## src/design/path_power_pkg.sv

```systemverilog
`default_nettype none
package path_power_pkg;
  localparam int          ADDR_W               = 16;
  localparam int          DATA_W               = 8;
  localparam int          ROUTES               = 10;
  localparam logic [15:0] PATH_POWER_LOW_ADR   = 16'h00a0;
  localparam logic [15:0] PATH_POWER_HIGH_ADR  = 16'h00a1;
  localparam logic [15:0] FEEDBACK_POWER_ADR   = 16'h00a2;
  localparam logic [15:0] ALARM_RSVD_A_ADR     = 16'h0200;
  localparam logic [15:0] ALARM_STATUS_ADR     = 16'h0201;
  localparam logic [15:0] ALARM_RSVD_B_ADR     = 16'h0202;
  localparam logic [15:0] ALARM_RSVD_C_ADR     = 16'h0203;
  localparam int          ROUTE_I_BIT          = 0;
  localparam int          ROUTE_J_BIT          = 1;
  localparam int          REF_SLEEP_BIT        = 4;
  localparam int          FRAC_SLEEP_BIT       = 1;
  localparam int          LOCK_DROP_BIT        = 1;
  localparam int          INPUT_ABSENT_BIT     = 0;
  localparam logic [7:0]  POWER_RESET          = 8'h00;
  localparam logic [7:0]  RSVD_READ            = 8'h00;
  localparam logic [7:0]  LOW_WR_MASK          = 8'hff;
  localparam logic [7:0]  HIGH_WR_MASK         = 8'h13;
  localparam logic [7:0]  FB_WR_MASK           = 8'h02;

  typedef struct packed {
    logic              wr;
    logic              rd;
    logic [ADDR_W-1:0] addr;
    logic [DATA_W-1:0] wdata;
  } cfg_req_t;

  typedef struct packed {
    logic lock_drop;
    logic input_absent;
  } alarm_t;
endpackage
`default_nettype wire

```

## src/design/sticky_flag.sv

```systemverilog
`default_nettype none
module sticky_flag (
  // Clock and reset
  input  wire logic ref_clk_i,
  input  wire logic rst_i,
  // Event and clear
  input  wire logic event_i,
  input  wire logic clear_i,
  // State
  output logic      flag_o
);
  logic flag_r;
  logic flag_nxt;

  // Set wins over clear
  always_comb begin
    flag_nxt = flag_r;
    if (clear_i) begin
      flag_nxt = 1'b0;
    end
    if (event_i) begin
      flag_nxt = 1'b1;
    end
  end

  always_ff @(posedge ref_clk_i or posedge rst_i) begin
    if (rst_i) begin
      flag_r <= 1'b0;
    end else begin
      flag_r <= flag_nxt;
    end
  end

  assign flag_o = flag_r;

  set_wins_a: assert property (@(posedge ref_clk_i) disable iff (rst_i)
    event_i |=> flag_o)
    else $error("sticky flag missed its event");
  hold_a: assert property (@(posedge ref_clk_i) disable iff (rst_i)
    (flag_o && !clear_i) |=> flag_o)
    else $error("sticky flag dropped without a clear");
  clear_a: assert property (@(posedge ref_clk_i) disable iff (rst_i)
    (clear_i && !event_i) |=> !flag_o)
    else $error("sticky flag did not clear");
endmodule
`default_nettype wire

```

## src/design/power_byte.sv

```systemverilog
`default_nettype none
module power_byte #(
  parameter logic [7:0] WR_MASK = 8'hff
) (
  // Clock and reset
  input  wire logic       ref_clk_i,
  input  wire logic       rst_i,
  // Write port
  input  wire logic       wr_i,
  input  wire logic [7:0] wdata_i,
  // Stored byte
  output logic      [7:0] q_o
);
  logic [7:0] q_r;

  // Reserved positions stay zero
  always_ff @(posedge ref_clk_i or posedge rst_i) begin
    if (rst_i) begin
      q_r <= path_power_pkg::POWER_RESET;
    end else if (wr_i) begin
      q_r <= wdata_i & WR_MASK;
    end
  end

  assign q_o = q_r;
endmodule
`default_nettype wire

```

## src/design/path_power_and_alarm_status.sv

```systemverilog
`default_nettype none
module path_power_and_alarm_status (
  // Clock and reset
  input  wire logic                              ref_clk_i,
  input  wire logic                              rst_i,
  // Configuration port
  input  wire path_power_pkg::cfg_req_t          cfg_req_i,
  output logic      [path_power_pkg::DATA_W-1:0] cfg_rdata_o,
  // Live alarms
  input  wire path_power_pkg::alarm_t            alarm_i,
  output path_power_pkg::alarm_t                 alarm_pin_o,
  // Power controls
  output logic      [path_power_pkg::ROUTES-1:0] route_sleep_o,
  output logic                                   ref_copy_sleep_o,
  output logic                                   fraction_modulator_sleep_o,
  // Sticky flags
  output logic                                   lock_drop_sticky_o,
  output logic                                   input_absent_sticky_o
);
  logic [7:0] path_power_low;
  logic [7:0] path_power_high;
  logic [7:0] feedback_power;
  logic       wr_low;
  logic       wr_high;
  logic       wr_fb;
  logic       wr_alarm;
  logic       lock_drop_sticky;
  logic       input_absent_sticky;
  logic [7:0] rdata_nxt;
  logic [7:0] rdata_r;

  // Address decode
  always_comb begin
    wr_low   = cfg_req_i.wr && (cfg_req_i.addr == path_power_pkg::PATH_POWER_LOW_ADR);
    wr_high  = cfg_req_i.wr && (cfg_req_i.addr == path_power_pkg::PATH_POWER_HIGH_ADR);
    wr_fb    = cfg_req_i.wr && (cfg_req_i.addr == path_power_pkg::FEEDBACK_POWER_ADR);
    wr_alarm = cfg_req_i.wr && (cfg_req_i.addr == path_power_pkg::ALARM_STATUS_ADR);
  end

  // Power bytes
  power_byte #(.WR_MASK(path_power_pkg::LOW_WR_MASK)) u_low (
    .ref_clk_i (ref_clk_i),
    .rst_i     (rst_i),
    .wr_i      (wr_low),
    .wdata_i   (cfg_req_i.wdata),
    .q_o       (path_power_low)
  );
  power_byte #(.WR_MASK(path_power_pkg::HIGH_WR_MASK)) u_high (
    .ref_clk_i (ref_clk_i),
    .rst_i     (rst_i),
    .wr_i      (wr_high),
    .wdata_i   (cfg_req_i.wdata),
    .q_o       (path_power_high)
  );
  power_byte #(.WR_MASK(path_power_pkg::FB_WR_MASK)) u_fb (
    .ref_clk_i (ref_clk_i),
    .rst_i     (rst_i),
    .wr_i      (wr_fb),
    .wdata_i   (cfg_req_i.wdata),
    .q_o       (feedback_power)
  );

  // Regulator controls: one per path, plus reference copy and fraction modulator
  assign route_sleep_o[7:0] = path_power_low;
  assign route_sleep_o[8]   = path_power_high[path_power_pkg::ROUTE_I_BIT];
  assign route_sleep_o[9]   = path_power_high[path_power_pkg::ROUTE_J_BIT];
  assign ref_copy_sleep_o   = path_power_high[path_power_pkg::REF_SLEEP_BIT];
  assign fraction_modulator_sleep_o = feedback_power[path_power_pkg::FRAC_SLEEP_BIT];

  // Sticky alarm flags
  sticky_flag u_lock_drop (
    .ref_clk_i (ref_clk_i),
    .rst_i     (rst_i),
    .event_i   (alarm_i.lock_drop),
    .clear_i   (wr_alarm && cfg_req_i.wdata[path_power_pkg::LOCK_DROP_BIT]),
    .flag_o    (lock_drop_sticky)
  );
  sticky_flag u_input_absent (
    .ref_clk_i (ref_clk_i),
    .rst_i     (rst_i),
    .event_i   (alarm_i.input_absent),
    .clear_i   (wr_alarm && cfg_req_i.wdata[path_power_pkg::INPUT_ABSENT_BIT]),
    .flag_o    (input_absent_sticky)
  );
  assign lock_drop_sticky_o    = lock_drop_sticky;
  assign input_absent_sticky_o = input_absent_sticky;

  // Live alarm pins
  assign alarm_pin_o = alarm_i;

  // Read mux
  always_comb begin
    rdata_nxt = path_power_pkg::RSVD_READ;
    case (cfg_req_i.addr)
      path_power_pkg::PATH_POWER_LOW_ADR:  rdata_nxt = path_power_low;
      path_power_pkg::PATH_POWER_HIGH_ADR: rdata_nxt = path_power_high;
      path_power_pkg::FEEDBACK_POWER_ADR:  rdata_nxt = feedback_power;
      path_power_pkg::ALARM_STATUS_ADR: begin
        rdata_nxt[path_power_pkg::LOCK_DROP_BIT]    = lock_drop_sticky;
        rdata_nxt[path_power_pkg::INPUT_ABSENT_BIT] = input_absent_sticky;
      end
      default: rdata_nxt = path_power_pkg::RSVD_READ;
    endcase
  end

  always_ff @(posedge ref_clk_i or posedge rst_i) begin
    if (rst_i) begin
      rdata_r <= path_power_pkg::RSVD_READ;
    end else if (cfg_req_i.rd) begin
      rdata_r <= rdata_nxt;
    end
  end
  assign cfg_rdata_o = rdata_r;

  power_write_a: assert property (@(posedge ref_clk_i) disable iff (rst_i)
    wr_low |=> route_sleep_o[7:0] == $past(cfg_req_i.wdata))
    else $error("path low byte write not applied");
  high_write_a: assert property (@(posedge ref_clk_i) disable iff (rst_i)
    wr_high |=> (route_sleep_o[9:8] == $past(cfg_req_i.wdata[1:0]))
      && (ref_copy_sleep_o == $past(cfg_req_i.wdata[4])))
    else $error("path high byte write not applied");
  frac_write_a: assert property (@(posedge ref_clk_i) disable iff (rst_i)
    wr_fb |=> fraction_modulator_sleep_o == $past(cfg_req_i.wdata[1]))
    else $error("modulator sleep write not applied");
  power_hold_a: assert property (@(posedge ref_clk_i) disable iff (rst_i)
    !(wr_low || wr_high) |=> $stable(route_sleep_o))
    else $error("route sleep changed without a write");
  status_read_a: assert property (@(posedge ref_clk_i) disable iff (rst_i)
    (cfg_req_i.rd && cfg_req_i.addr == path_power_pkg::ALARM_STATUS_ADR)
      |=> cfg_rdata_o == {6'h00, $past(lock_drop_sticky), $past(input_absent_sticky)})
    else $error("alarm status read wrong");
  zero_write_a: assert property (@(posedge ref_clk_i) disable iff (rst_i)
    (wr_alarm && cfg_req_i.wdata[1:0] == 2'h0 && lock_drop_sticky) |=> lock_drop_sticky)
    else $error("zero write cleared a sticky bit");
  live_pin_a: assert property (@(posedge ref_clk_i) disable iff (rst_i)
    alarm_pin_o == alarm_i)
    else $error("alarm pin not live");
  ref_hold_a: assert property (@(posedge ref_clk_i) disable iff (rst_i)
    !wr_high |=> $stable(ref_copy_sleep_o))
    else $error("reference sleep changed without a write");
  frac_hold_a: assert property (@(posedge ref_clk_i) disable iff (rst_i)
    !wr_fb |=> $stable(fraction_modulator_sleep_o))
    else $error("modulator sleep changed without a write");
  rsvd_read_a: assert property (@(posedge ref_clk_i) disable iff (rst_i)
    (cfg_req_i.rd && cfg_req_i.addr == path_power_pkg::ALARM_RSVD_A_ADR)
      |=> cfg_rdata_o == path_power_pkg::RSVD_READ)
    else $error("reserved byte read not zero");
  rsvd_bits_a: assert property (@(posedge ref_clk_i) disable iff (rst_i)
    (path_power_high & ~path_power_pkg::HIGH_WR_MASK) == 8'h00)
    else $error("reserved bit stored in path high byte");
  read_hold_a: assert property (@(posedge ref_clk_i) disable iff (rst_i)
    !cfg_req_i.rd |=> $stable(cfg_rdata_o))
    else $error("read data changed without a read");

  sleep_c: cover property (@(posedge ref_clk_i) disable iff (rst_i) wr_low ##1 |route_sleep_o);
  alarm_c: cover property (@(posedge ref_clk_i) disable iff (rst_i)
    alarm_i.lock_drop ##2 wr_alarm);
  race_c: cover property (@(posedge ref_clk_i) disable iff (rst_i)
    wr_alarm && alarm_i.input_absent);
  clear_c: cover property (@(posedge ref_clk_i) disable iff (rst_i)
    wr_alarm && cfg_req_i.wdata[path_power_pkg::LOCK_DROP_BIT] && lock_drop_sticky);
endmodule
`default_nettype wire

```

## config.mk

```make
export PLATFORM = sky130hd
export DESIGN_NAME = path_power_and_alarm_status
export DESIGN_NICKNAME = d
export VERILOG_FILES = /design/src/design/path_power_pkg.sv /design/src/design/sticky_flag.sv /design/src/design/power_byte.sv /design/src/design/path_power_and_alarm_status.sv
export SDC_FILE = /design/constraint.sdc
export NUM_CORES = 1
export LEC_CHECK = 0
export ABC_AREA = 1
export BUFFER_PORTS_ARGS = -buffer_cell sky130_fd_sc_hd__buf_2
export CORE_MARGIN = 4
export CORE_UTILIZATION = 41
export CTS_BUF_LIST = sky130_fd_sc_hd__clkbuf_4 sky130_fd_sc_hd__clkbuf_8 sky130_fd_sc_hd__clkbuf_16
export CTS_CLUSTER_SIZE = 25
export DETAILED_ROUTE_END_ITERATION = 7
export PLACE_DENSITY = 0.75
export SETUP_SLACK_MARGIN = 0.05
export SYNTH_ARGS = -nofsm -noshare
export SYNTH_HDL_FRONTEND = slang
export SYNTH_SLANG_ARGS = --single-unit
```

## constraint.sdc

```tcl
create_clock -name ref_clk_i -period 0.8 [get_ports ref_clk_i]
set_clock_uncertainty 0.15 [all_clocks]
set_input_delay 0 -clock ref_clk_i [delete_from_list [all_inputs] [get_ports ref_clk_i]]
set_output_delay 0 -clock ref_clk_i [all_outputs]
set_load 0.01 [all_outputs]
```

# Word level (Yosys, flattened, before mapping)
# Cells that the tools add are included.
# word_totals
inputBits	30
ff_bits	22
elab_cells	24
out_inout_bits	24
# classes
n_mux	6
n_eq_ne	4
n_reduce_logical	8
# ops
op	count
$eq A16 B8 Y1 const B	3
$eq A16 B10 Y1 const B	1
$pmux W6 S2	1
$pmux W2 S4	1
$logic_and A1 B1 Y1	6
$mux W1	4
$reduce_bool A2 Y1	2

# Longest topological paths before layout
# Gate-level depths: netlist (run 1).
# depth
word_depth	5
depth_mapped	8

# By module
# A second synthesis (run 1) with hierarchy kept.
# hier_totals
cells_unflattened	204
area_unflattened_um2	1457.6
# modules_own_cells
module	instances	area_each_um2	cells_per_inst
path_power_and_alarm_status	1	803.3	123
power_byte at u_low	1	309.0	35
power_byte at u_high	1	157.7	20
power_byte at u_fb	1	100.1	14
sticky_flag	2	43.8	6

# Worst setup path after synthesis (run 1)
# Ideal clock, no wire load.
# synth_path
path_type	input -> register
from	in cfg_req_i[11] (netlist bit)
to	reg u_low.q_r[4], in the netlist u_low.q_o[4]
setup_ns	0.117
t_arrival_ns	0.742
setup_slack_ns	-0.209
cell_stages	7
cell_sequence	nor2_2 nand2_1 nor2_4 nand3_4 buf_6 nand2_2 o21ai_2
# synth_between
elab_chain_len	2
# synth_rtl
item	line	source
start: declaration	path_power_and_alarm_status.sv:7	input wire path_power_pkg::cfg_req_t cfg_req_i,
$eq A16 B8 Y1	path_power_and_alarm_status.sv:34	wr_low = cfg_req_i.wr && (cfg_req_i.addr == path_power_pkg::PATH_POWER_LOW_ADR);
$logic_and A1 B1 Y1	path_power_and_alarm_status.sv:34	
end signal: assignment	power_byte.sv:19	q_r <= path_power_pkg::POWER_RESET;
end signal: assignment	power_byte.sv:21	q_r <= wdata_i & WR_MASK;
end: declaration	power_byte.sv:14	logic [7:0] q_r;
# No other way between the ends.
# A chain may end at the register's enable or synchronous reset.

# Worst setup path after layout (run 1)
# layout_path
from	reg u_high.q_r[0], in the netlist u_high.q_o[0]
to	out route_sleep_o[8] (netlist bit)
# layout_lines
item	line	source
start: declaration	power_byte.sv:14	
start signal: assignment	power_byte.sv:19	
start signal: assignment	power_byte.sv:21	
end: declaration	path_power_and_alarm_status.sv:13	output logic [path_power_pkg::ROUTES-1:0] route_sleep_o,
# No word-level cell between the ends.

==> summary.txt, run 1 <==
Status
  • Outcome: finished with violations
  • Failing checks: hold timing, setup timing

GRT
  • Largest net degree at the start of global routing: 23
  • Global-route total usage across every layer: 0.243
  • Initial antenna violation count: 0
  • First-pass GRT wire length: 6.69 mm
  • Total gr overflow: 0
  • Vias in the first global route: 1,448

Worst setup path
  • Worst R2R Setup Slack: -0.35 ns
  • Crit path DAT: a little over 1 ns
  • Crit Path Class: flop to primary output
  • Nature of the critical path endpoint: primary output
  • Critical path peak fanout: 2
  • Critical Path Start Type: flop
  • Required time worst endpoint: 0.65 ns

Floorplanning
  • Chip Height: just over 60 um
  • Die W: roughly 60 um
  • Core area: between 2000 and 3000 um^2
  • Die Area: roughly 3700 um^2
  • Ports: 54
  • Initial Utilization: 0.446
  • Rows: 18

Power
  • Power Dens Cells: between 1000 and 1500 nW/um^2
  • VDD IR max: 1400 uV
  • Power, Total: approximately 2.3 mW
  • Static Leak: approximately 1.1 nW

Logic synthesis
  • Share of the synthesized area in the top cell type: 0.477
  • Synthesized area: 1150 um^2
  • Syn Inst Count: 138
  • Synth area leaders: dfrtp_1, nand2_1, o21ai_2
  • Post-synthesis xor/xnor area fraction: 0
  • Main combinational cell family by area after synthesis: simple AND/OR/NAND/NOR gates
  • Syn. warnings: 0
  • Netlist cell types: 20
  • Adder-cell share of the synthesized area: 0
  • Mean Syn Cell Area: ~8.4 um^2
  • Simple-Gate Fraction of Synth Area: 0.333
  • Syn_nets: about 170
  • Synth Area in Compound Gates: 0.122
  • Seq/Total Area, Yosys: 0.477
  • #FFs+latches synth: 22
  • Post-synthesis mux area share: 0
  • Synth area leader: dfrtp_1

Place
  • Detail Placement HPWL: 2.41 mm
  • Port Buffers: 53
  • Placed Instance Area: approximately 1600 um^2
  • Cell total after placement: 234
  • Worst slack, placed: -0.396 ns
  • GP Congestion: roughly 0.74

STA
  • Period utilization: 1.45
  • F_max: between 800 and 900 MHz
  • Relative slew slack: 0.801
  • RSZ-0062 raised after global routing: yes
  • Hold slack: -0.186 ns
  • Post-Route Setup TNS: -9.49 ns
  • Final setup violation count: between 40 and 50
  • Max-slew violation count: 0
  • Final min period: about 1.2 ns
  • Final hold violation count: 16
  • Worst slew pin tran: 0.298 ns
  • Setup ws final: -0.356 ns

Route
  • Vias/cell: 5.57
  • Iter 0 DRT Violations: between 100 and 150
  • Post-DRT Antenna Nets: 0
  • DR WL/cell: about 19 um
  • # DRC: 0
  • Routed wire length: slightly above 5 mm
  • Vias: about 1,500
  • Drt pass-1 iters: 4

Clock network
  • TritonCTS buffer count: 3
  • Hold_buf cts: 9
  • Latest clock arrival within the worst-skew pair: approximately 0.32 ns
  • H-tree levels: 1
  • Clock-pin slew on the worst setup and hold paths: between 0.1 and 0.15 ns
  • Root Driver: clkbuf_4
  • Clk sinks: 22
  • CTS tree: built
  • Max Root-Sink Buffers: 2

Layout
  • Final Non-Filler Cells: roughly 270
  • Final instance area: between 2000 and 2500 um^2
  • Fillers: 120
  • ANT cells: 0
  • Synth-to-Final Area Change: 91.8%
  • Share of layout cells above drive strength 1: 0.653
  • Layout net count: around 270

Min path
  • HP Class: primary input to flop

Flow run
  • Max-cap violations: 0
==> power by group <==
part | leakage, nW | switching, mW | total [mW] | internal, mW
registers | 0.296 | 0.00313 | 1.12 | 1.12
clock network | 0.0279 | 0.368 | 0.875 | 0.506
logic | 0.815 | 0.176 | 0.318 | 0.142
==> cell usage after synthesis <==
cell	count
nand2_1	35
dfrtp_1	22
nor2_1	16
inv_1	13
nand3_1	12
o21ai_2	8
o21ai_0	7
nand2_2	5
nor2_2	3
o21ai_1	3
a21o_1	2
buf_4	2
nand4_1	2
nor2_4	2
a31oi_1	1
buf_6	1
clkbuf_1	1
nand3_2	1
nand3_4	1
nor2_8	1
==> critical path: stages, from the launching register on <==
cell and delay [ns]:
dfrtp_1 0.44, buf_6 0.14, buf_6 0.11
==> placed cells by master, fill, tap and decap left out <==
master and count:
a21o_1 2, a31oi_1 1, buf_12 1, buf_2 44
buf_4 18, buf_6 32, bufinv_16 1, clkbuf_4 3
dfrtp_1 22, dlygate4sd3_1 9, inv_1 13, nand2_1 14
nand2_2 21, nand2_4 5, nand3_1 5, nand3_2 8
nand3_4 1, nand4_1 2, nor2_1 11, nor2_2 2
nor2_4 8, nor2_8 1, o21ai_1 5, o21ai_2 13
==> through the flow <==
step	hold WS, ns	utilization
after global routing	-0.222	0.855
after detailed placement	-0.107	0.614
after global placement	-0.109	0.614
after CTS	-0.201	0.784
after floorplan	-0.161	-
final	-0.186	0.855
==> cell families (layout without fill, tap and decap cells) <==
kind of cell	after synthesis	after routing
flip-flops	22	22
buffers and inverters	17	121
AO/OA/AOI/OAI	21	21
AND/OR/NAND/NOR	78	78
==> registers in the layout (all words and copies together) (netlist names) <==
signal,count
u_high.q_o,3
u_input_absent.flag_o,1
u_low.q_o,8
cfg_rdata_o,8
u_fb.q_o,1
u_lock_drop.flag_o,1
==> cell type report <==
type	instances	area, um^2	area share
Clock inverter	1	30.0	0.0136
Inverter	13	48.8	0.0220
Clock buffer	3	22.5	0.0102
Tap cell	30	37.5	0.0169
Sequential cell	22	551	0.249
Multi-Input combinational cell	99	699	0.316
Timing Repair Buffer	104	826	0.373
==> worst paths after layout <==
path / from / end / cells after the start
min in group asynchronous: rst_i / u_low.q_o[1] / 4
worst min register to register: cfg_rdata_o[5] / cfg_rdata_o[5] / 2
worst max-delay path: u_high.q_o[0] / route_sleep_o[8] / 2
max in group asynchronous: rst_i / u_low.q_o[5] / 4
worst min-delay path: cfg_req_i[0] / u_low.q_o[0] / 3
worst max register to register: u_high.q_o[1] / cfg_rdata_o[1] / 5
==> metal layers <==
metal | vias to the layer above | track usage | wire (um)
met1 | 731 | 0.287 | 1870
met5 | - | 0 | 0
met3 | 38 | 0.0294 | 292
met2 | 95 | 0.426 | 2680
li1 | 651 | - | -
met4 | 0 | 0.133 | 311
==> timing repair <==
item	4_1_cts	5_1_grt
pin swaps	11	13
resized for setup	48	32
hold endpoints to repair	44	16
endpoints found under the setup margin	44	44
buffers inserted	17	11
Power figures use the tool's default switching activity.
==> run 2: changes to the inputs <==
PLACE_DENSITY = 0.76   (was 0.75)
==> summary.txt, run 2 (synthesis results as in run 1) <==
Layout
  • ANT cells: 0 (unchanged)
  • Fillers: 142 (was 120)
  • Synth-to-Final Area Change: 84.4% (was 91.8%)
  • Commonest non-fill, non-tap cell in the layout: buf_2 (unchanged)
  • Share of layout cells above drive strength 1: 0.613 (was 0.653)
  • Final instance area: 2130 um^2 (was 2210 um^2)
  • Commonest cells after routing, fill and taps aside: buf_2, buf_6, dfrtp_1 (unchanged)
  • Layout net count: 266 (was 273)
  • Post-Route Utilization: 0.822 (was 0.855)

Min path
  • HP Class: primary input to flop (unchanged)

STA
  • Final setup violation count: 44 (unchanged)
  • Hold slack: -0.208 ns (was -0.186 ns)
  • Worst slew pin tran: 0.317 ns (was 0.298 ns)
  • Max-slew violation count: 0 (unchanged)
  • Post-Route Setup TNS: -9.14 ns (was -9.49 ns)
  • Setup ws final: -0.368 ns (was -0.356 ns)
  • F_max: 856 MHz (was 865 MHz)
  • RSZ-0062 raised after global routing: yes (unchanged)
  • Final hold violation count: 21 (was 16)
  • Relative slew slack: 0.789 (was 0.801)
  • Final min period: 1.17 ns (was 1.16 ns)
  • Period utilization: 1.46 (was 1.45)

GRT
  • Vias in the first global route: 1,349 (was 1,448)
  • Initial antenna violation count: 0 (unchanged)
  • First-pass GRT wire length: 6.21 mm (was 6.69 mm)
  • Largest net degree at the start of global routing: 23 (unchanged)
  • Total gr overflow: 0 (unchanged)
  • Global-route total usage across every layer: 0.226 (was 0.243)

Floorplanning
  • Initial Utilization: 0.446 (unchanged)
  • Chip Height: 61.1 um (unchanged)
  • Rows: 18 (unchanged)
  • Core area: 2590 um^2 (unchanged)
  • Ports: 54 (unchanged)
  • Die Area: 3730 um^2 (unchanged)
  • Die W: 61.1 um (unchanged)

Clock network
  • H-tree levels: 1 (unchanged)
  • Root Driver: clkbuf_4 (unchanged)
  • Clk sinks: 22 (unchanged)
  • TritonCTS buffer count: 3 (unchanged)
  • Clock-pin slew on the worst setup and hold paths: 0.13 ns (was 0.14 ns)
  • Hold_buf cts: 9 (unchanged)
  • Max Root-Sink Buffers: 2 (unchanged)
  • CTS tree: built (unchanged)
  • Latest clock arrival within the worst-skew pair: 0.32 ns (about the same)

Place
  • Worst slack, placed: -0.395 ns (was -0.396 ns)
  • Placed Instance Area: 1590 um^2 (about the same)
  • Port Buffers: 53 (unchanged)
  • GP Congestion: 0.754 (was 0.741)
  • Detail Placement HPWL: 2.28 mm (was 2.41 mm)

Route
  • Routed wire length: 4.35 mm (was 5.15 mm)
  • Drt pass-1 iters: 4 (unchanged)
  • DR WL/cell: 16.4 um (was 18.9 um)
  • # DRC: 0 (unchanged)
  • Post-DRT Antenna Nets: 0 (unchanged)
  • Iter 0 DRT Violations: 63 (was 112)
  • Vias/cell: 5.25 (was 5.57)
  • Vias: 1,391 (was 1,515)

Power
  • Power, Total: 2.31 mW (about the same)
  • Static Leak: 1.13 nW (was 1.14 nW)
  • VDD IR max: 1310 uV (was 1400 uV)
  • Power Dens Cells: 1090 nW/um^2 (was 1040 nW/um^2)

Worst setup path
  • Critical Path Start Type: flop (unchanged)
  • Critical path peak fanout: 2 (unchanged)
  • Crit Path Class: flop to primary output (unchanged)
  • Crit path DAT: 1.02 ns (was 1.01 ns)
  • Nature of the critical path endpoint: primary output (unchanged)
  • Required time worst endpoint: 0.65 ns (about the same)

Flow run
  • Max-cap violations: 0 (unchanged)

Status
  • Failing checks: hold timing, setup timing (unchanged)
  • Outcome: finished with violations (unchanged)
run 2: changes by cell type in the layout (fill, tap and decap cells not counted), sizes merged:
cell,previous run,this run
buf,95,88
run 2: timing repair:
| action | in CTS | in global routing |
|---|---|---|
| cloned | 0 | 0 |
| setup buffers | 13 | 11 |
| endpoints found under the setup margin | 44 | 44 |
| pin swaps | 8 | 8 |
| resized for setup | 42 | 28 |
| hold endpoints to repair | 44 | 17 |
run 2: layout make-up:
type	instances	area, um^2	area share
Clock buffer	3	22.5	0.0106
Multi-Input combinational cell	99	686	0.322
Timing Repair Buffer	97	754	0.354
Inverter	13	48.8	0.0229
Tap cell	30	37.5	0.0176
Sequential cell	22	551	0.259
Clock inverter	1	30.0	0.0141
run 2: layer usage:
layer  up-vias  global-route usage  share of wire
met5         -                   0              0
met1       682               0.279           0.41
met3        10              0.0314          0.059
met4         0              0.0805          0.020
met2        60               0.400           0.51
li1        639                   -              -
run 2: stage by stage:
step / hold WS, ns / std cells
6_report: -0.208 / 265
5_1_grt: -0.212 / 265
2_1_floorplan: -0.161 / 138
3_5_place_dp: -0.121 / 232
3_3_place_gp: -0.125 / 232
4_1_cts: -0.205 / 258
run 2: path summary, 6_finish.rpt:
kind	end	from	cells after the start	slack [ns]
min	u_low.q_o[0]	cfg_req_i[0]	3	-0.21
max	route_sleep_o[9]	u_high.q_o[1]	2	-0.37
max in group asynchronous	u_lock_drop.flag_o	rst_i	4	0.30
min reg2reg	cfg_rdata_o[6]	cfg_rdata_o[6]	2	0.39
min in group asynchronous	cfg_rdata_o[7]	rst_i	4	0.07
max reg2reg	cfg_rdata_o[1]	u_lock_drop.flag_o	5	-0.34
run 2: worst max-delay path, stage by stage (launching register included):
cell and delay [ns]:
dfrtp_1 0.44, buf_6 0.14, buf_6 0.11
run 2: power breakdown:
group | total [mW] | internal (mW) | leakage (nW) | switching, mW
Clock | 0.888 | 0.507 | 0.0279 | 0.381
Combinational | 0.306 | 0.141 | 0.802 | 0.165
Sequential | 1.12 | 1.12 | 0.296 | 0.00261
==> run 3: changes to the inputs <==
--- a/config.mk
+++ b/config.mk
@@ -9,9 +9,9 @@
 export BUFFER_PORTS_ARGS = -buffer_cell sky130_fd_sc_hd__buf_2
 export CORE_MARGIN = 4
-export CORE_UTILIZATION = 41
+export CORE_UTILIZATION = 49
 export CTS_BUF_LIST = sky130_fd_sc_hd__clkbuf_4 sky130_fd_sc_hd__clkbuf_8 sky130_fd_sc_hd__clkbuf_16
 export CTS_CLUSTER_SIZE = 25
 export DETAILED_ROUTE_END_ITERATION = 7
-export PLACE_DENSITY = 0.76
+export PLACE_DENSITY = 0.85
 export SETUP_SLACK_MARGIN = 0.05
 export SYNTH_ARGS = -nofsm -noshare
==> constraint.sdc (replaced) <==
create_clock -name ref_clk_i -period 1.39 [get_ports ref_clk_i]
set_clock_uncertainty 0.15 [all_clocks]
set_input_delay 0.0695 -clock ref_clk_i [delete_from_list [all_inputs] [get_ports ref_clk_i]]
set_output_delay 0.0695 -clock ref_clk_i [all_outputs]
set_load 0.01 [all_outputs]
==> summary.txt, run 3 (synthesis results as in run 1) <==
GRT
  • Vias in the first global route: 1,185 (was 1,349)
  • Total gr overflow: 0 (unchanged)
  • Initial antenna violation count: 0 (unchanged)
  • First-pass GRT wire length: 5.17 mm (was 6.21 mm)
  • Largest net degree at the start of global routing: 23 (unchanged)
  • Global-route total usage across every layer: 0.202 (was 0.226)

Clock network
  • CTS tree: built (unchanged)
  • Post-cts resize count: 0 (was 42)
  • Max Root-Sink Buffers: 2 (unchanged)
  • Clk sinks: 22 (unchanged)
  • H-tree levels: 1 (unchanged)
  • Hold_buf cts: 13 (was 9)
  • Root Driver: clkbuf_4 (unchanged)
  • Latest clock arrival within the worst-skew pair: 0.31 ns (was 0.32 ns)
  • TritonCTS buffer count: 3 (unchanged)
  • Clock-pin slew on the worst setup and hold paths: 0.12 ns (was 0.13 ns)
  • Post-CTS Setup Repair Bufs: 0 (was 13)

STA
  • Max-slew violation count: 0 (unchanged)
  • Final hold violation count: 0 (was 21)
  • Post-Route Setup TNS: 0 ns (was -9.14 ns)
  • F_max: approximately 830 MHz
  • Worst slew pin tran: 0.278 ns (was 0.317 ns)
  • Final min period: about 1.2 ns
  • Final setup violation count: 0 (was 44)
  • RSZ-0062 raised after global routing: no (was yes)
  • Relative slew slack: 0.815 (was 0.789)
  • Period utilization: 0.870

Place
  • Detail Placement HPWL: 2.26 mm (was 2.28 mm)
  • GP Congestion: 0.816 (was 0.754)
  • Placed Instance Area: 1430 um^2 (was 1590 um^2)
  • Port Buffers: 53 (unchanged)

Worst setup path
  • Reg2Reg Depth: 4 (was 5)
  • Nature of the critical path endpoint: flop (was primary output)
  • Required time worst endpoint: 1.45 ns (was 0.65 ns)
  • Critical Path Start Type: primary input (was flop)
  • Critical path peak fanout: 16 (was 2)
  • Crit path DAT: 1.27 ns (was 1.02 ns)
  • R2r startpoint: u_fb.q_o[1] (was u_lock_drop.flag_o)
  • Crit Path Class: primary input to flop (was flop to primary output)
  • Worst R2R Setup Slack: 0.35 ns (was -0.34 ns)
  • FF-to-FF End: cfg_rdata_o[1] (unchanged)

Floorplanning
  • Core area: 2230 um^2 (was 2590 um^2)
  • Rows: 17 (was 18)
  • Ports: 54 (unchanged)
  • Die W: 56.5 um (was 61.1 um)
  • Chip Height: 56.5 um (was 61.1 um)
  • Die Area: 3200 um^2 (was 3730 um^2)
  • Initial Utilization: 0.517 (was 0.446)

Power
  • Internal power: 1.00 mW (was 1.76 mW)
  • Comb pwr share: 0.116 (was 0.132)
  • Clock power share: 0.385 (was 0.384)
  • Static Leak: 0.859 nW (was 1.13 nW)
  • Power Dens Cells: 798 nW/um^2 (was 1090 nW/um^2)
  • Net Sw Power: 0.285 mW (was 0.548 mW)
  • VDD IR max: 653 uV (was 1310 uV)
  • Sequential fraction of design power: 0.499 (was 0.484)
  • Switching Share: 0.221 (was 0.237)

Route
  • Vias: 1,203 (was 1,391)
  • Vias/cell: 5.16 (was 5.25)
  • Iter 0 DRT Violations: 26 (was 63)
  • # DRC: 0 (unchanged)
  • DR WL/cell: 13.3 um (was 16.4 um)
  • Post-DRT Antenna Nets: 0 (unchanged)
  • Drt pass-1 iters: 6 (was 4)
  • Routed wire length: 3.10 mm (was 4.35 mm)

Layout
  • Share of layout cells above drive strength 1: 0.385 (was 0.613)
  • Final instance area: 1620 um^2 (was 2130 um^2)
  • Commonest cells after routing, fill and taps aside: buf_2, nand2_1, dfrtp_1 (was buf_2, buf_6, dfrtp_1)
  • Fillers: 184 (was 142)
  • Synth-to-Final Area Change: 39.9% (was 84.4%)
  • Layout net count: 236 (was 266)
  • Commonest non-fill, non-tap cell in the layout: buf_2 (unchanged)
  • ANT cells: 0 (unchanged)

Min path
  • HP Class: primary input to flop (unchanged)
  • Hold endpoint: u_lock_drop.flag_o (was u_low.q_o[0])
  • Hold-critical path depth: 6 (was 3)
  • Hold_sp: cfg_req_i[18] (was cfg_req_i[0])

Status
  • Outcome: finished clean (was finished with violations)

Flow run
  • Max-cap violations: 0 (unchanged)
[run 3: changes by cell type in the layout (fill, tap and decap cells not counted), sizes merged]
cell	previous run	this run
dlygate4sd3	9	13
buf	88	54
[run 3: how the worst max path moves through the flow]
stage	from	end	cells past startpoint
CTS	cfg_req_i[25]	u_low.q_o[1]	5
detailed placement	cfg_req_i[21]	u_low.q_o[2]	7
global route	cfg_req_i[25]	u_low.q_o[1]	5
floorplan	cfg_req_i[11]	u_low.q_o[4]	7
global placement	cfg_req_i[11]	u_low.q_o[6]	7
finish	cfg_req_i[25]	u_low.q_o[1]	5
[run 3: metrics by stage]
step	cells	setup slack (ns)	hold slack (ns)	util	power (mW)
4_1_cts	233	0.228	0.0447	0.723	1.29
5_1_grt	233	0.124	0.0785	0.723	1.34
6_report	233	0.180	0.0731	0.723	1.29
2_1_floorplan	138	0.312	-0.0913	-	0.712
3_5_place_dp	216	0.0630	-0.0322	0.641	0.775
3_3_place_gp	216	0.133	-0.0385	0.641	0.769
[run 3: critical path, stage by stage]
cell,delay [ns]
dlygate4sd3_1,0.56
buf_2,0.20
nand3_4,0.22
nand2_1,0.15
o21ai_2,0.06
[run 3: power groups by stage]
stage	clock network [mW]	logic (mW)	registers, mW
after CTS	0.497	0.149	0.643
after floorplan	0	0.0554	0.656
after global placement	0	0.114	0.655
after global routing	0.528	0.166	0.644
final	0.497	0.150	0.643
after detailed placement	0	0.120	0.655
[run 3: layer usage]
| metal | wire, um | track usage | part of all wire |
|---|---|---|---|
| met1 | 1200 | 0.234 | 0.39 |
| met3 | 241 | 0.0529 | 0.078 |
| met4 | 85 | 0.0678 | 0.027 |
| met5 | 0 | 0 | 0 |
| met2 | 1570 | 0.356 | 0.51 |
[run 3: final cells by class]
cell class / instances / area [um^2] / area share
repair buffers: 67 / 403 / 0.249
well taps: 28 / 35.0 / 0.0217
clock inverters: 1 / 30.0 / 0.0186
inverters: 13 / 48.8 / 0.0302
clock buffers: 3 / 22.5 / 0.0139
multi-input cells: 99 / 526 / 0.325
flip-flops and latches: 22 / 551 / 0.341
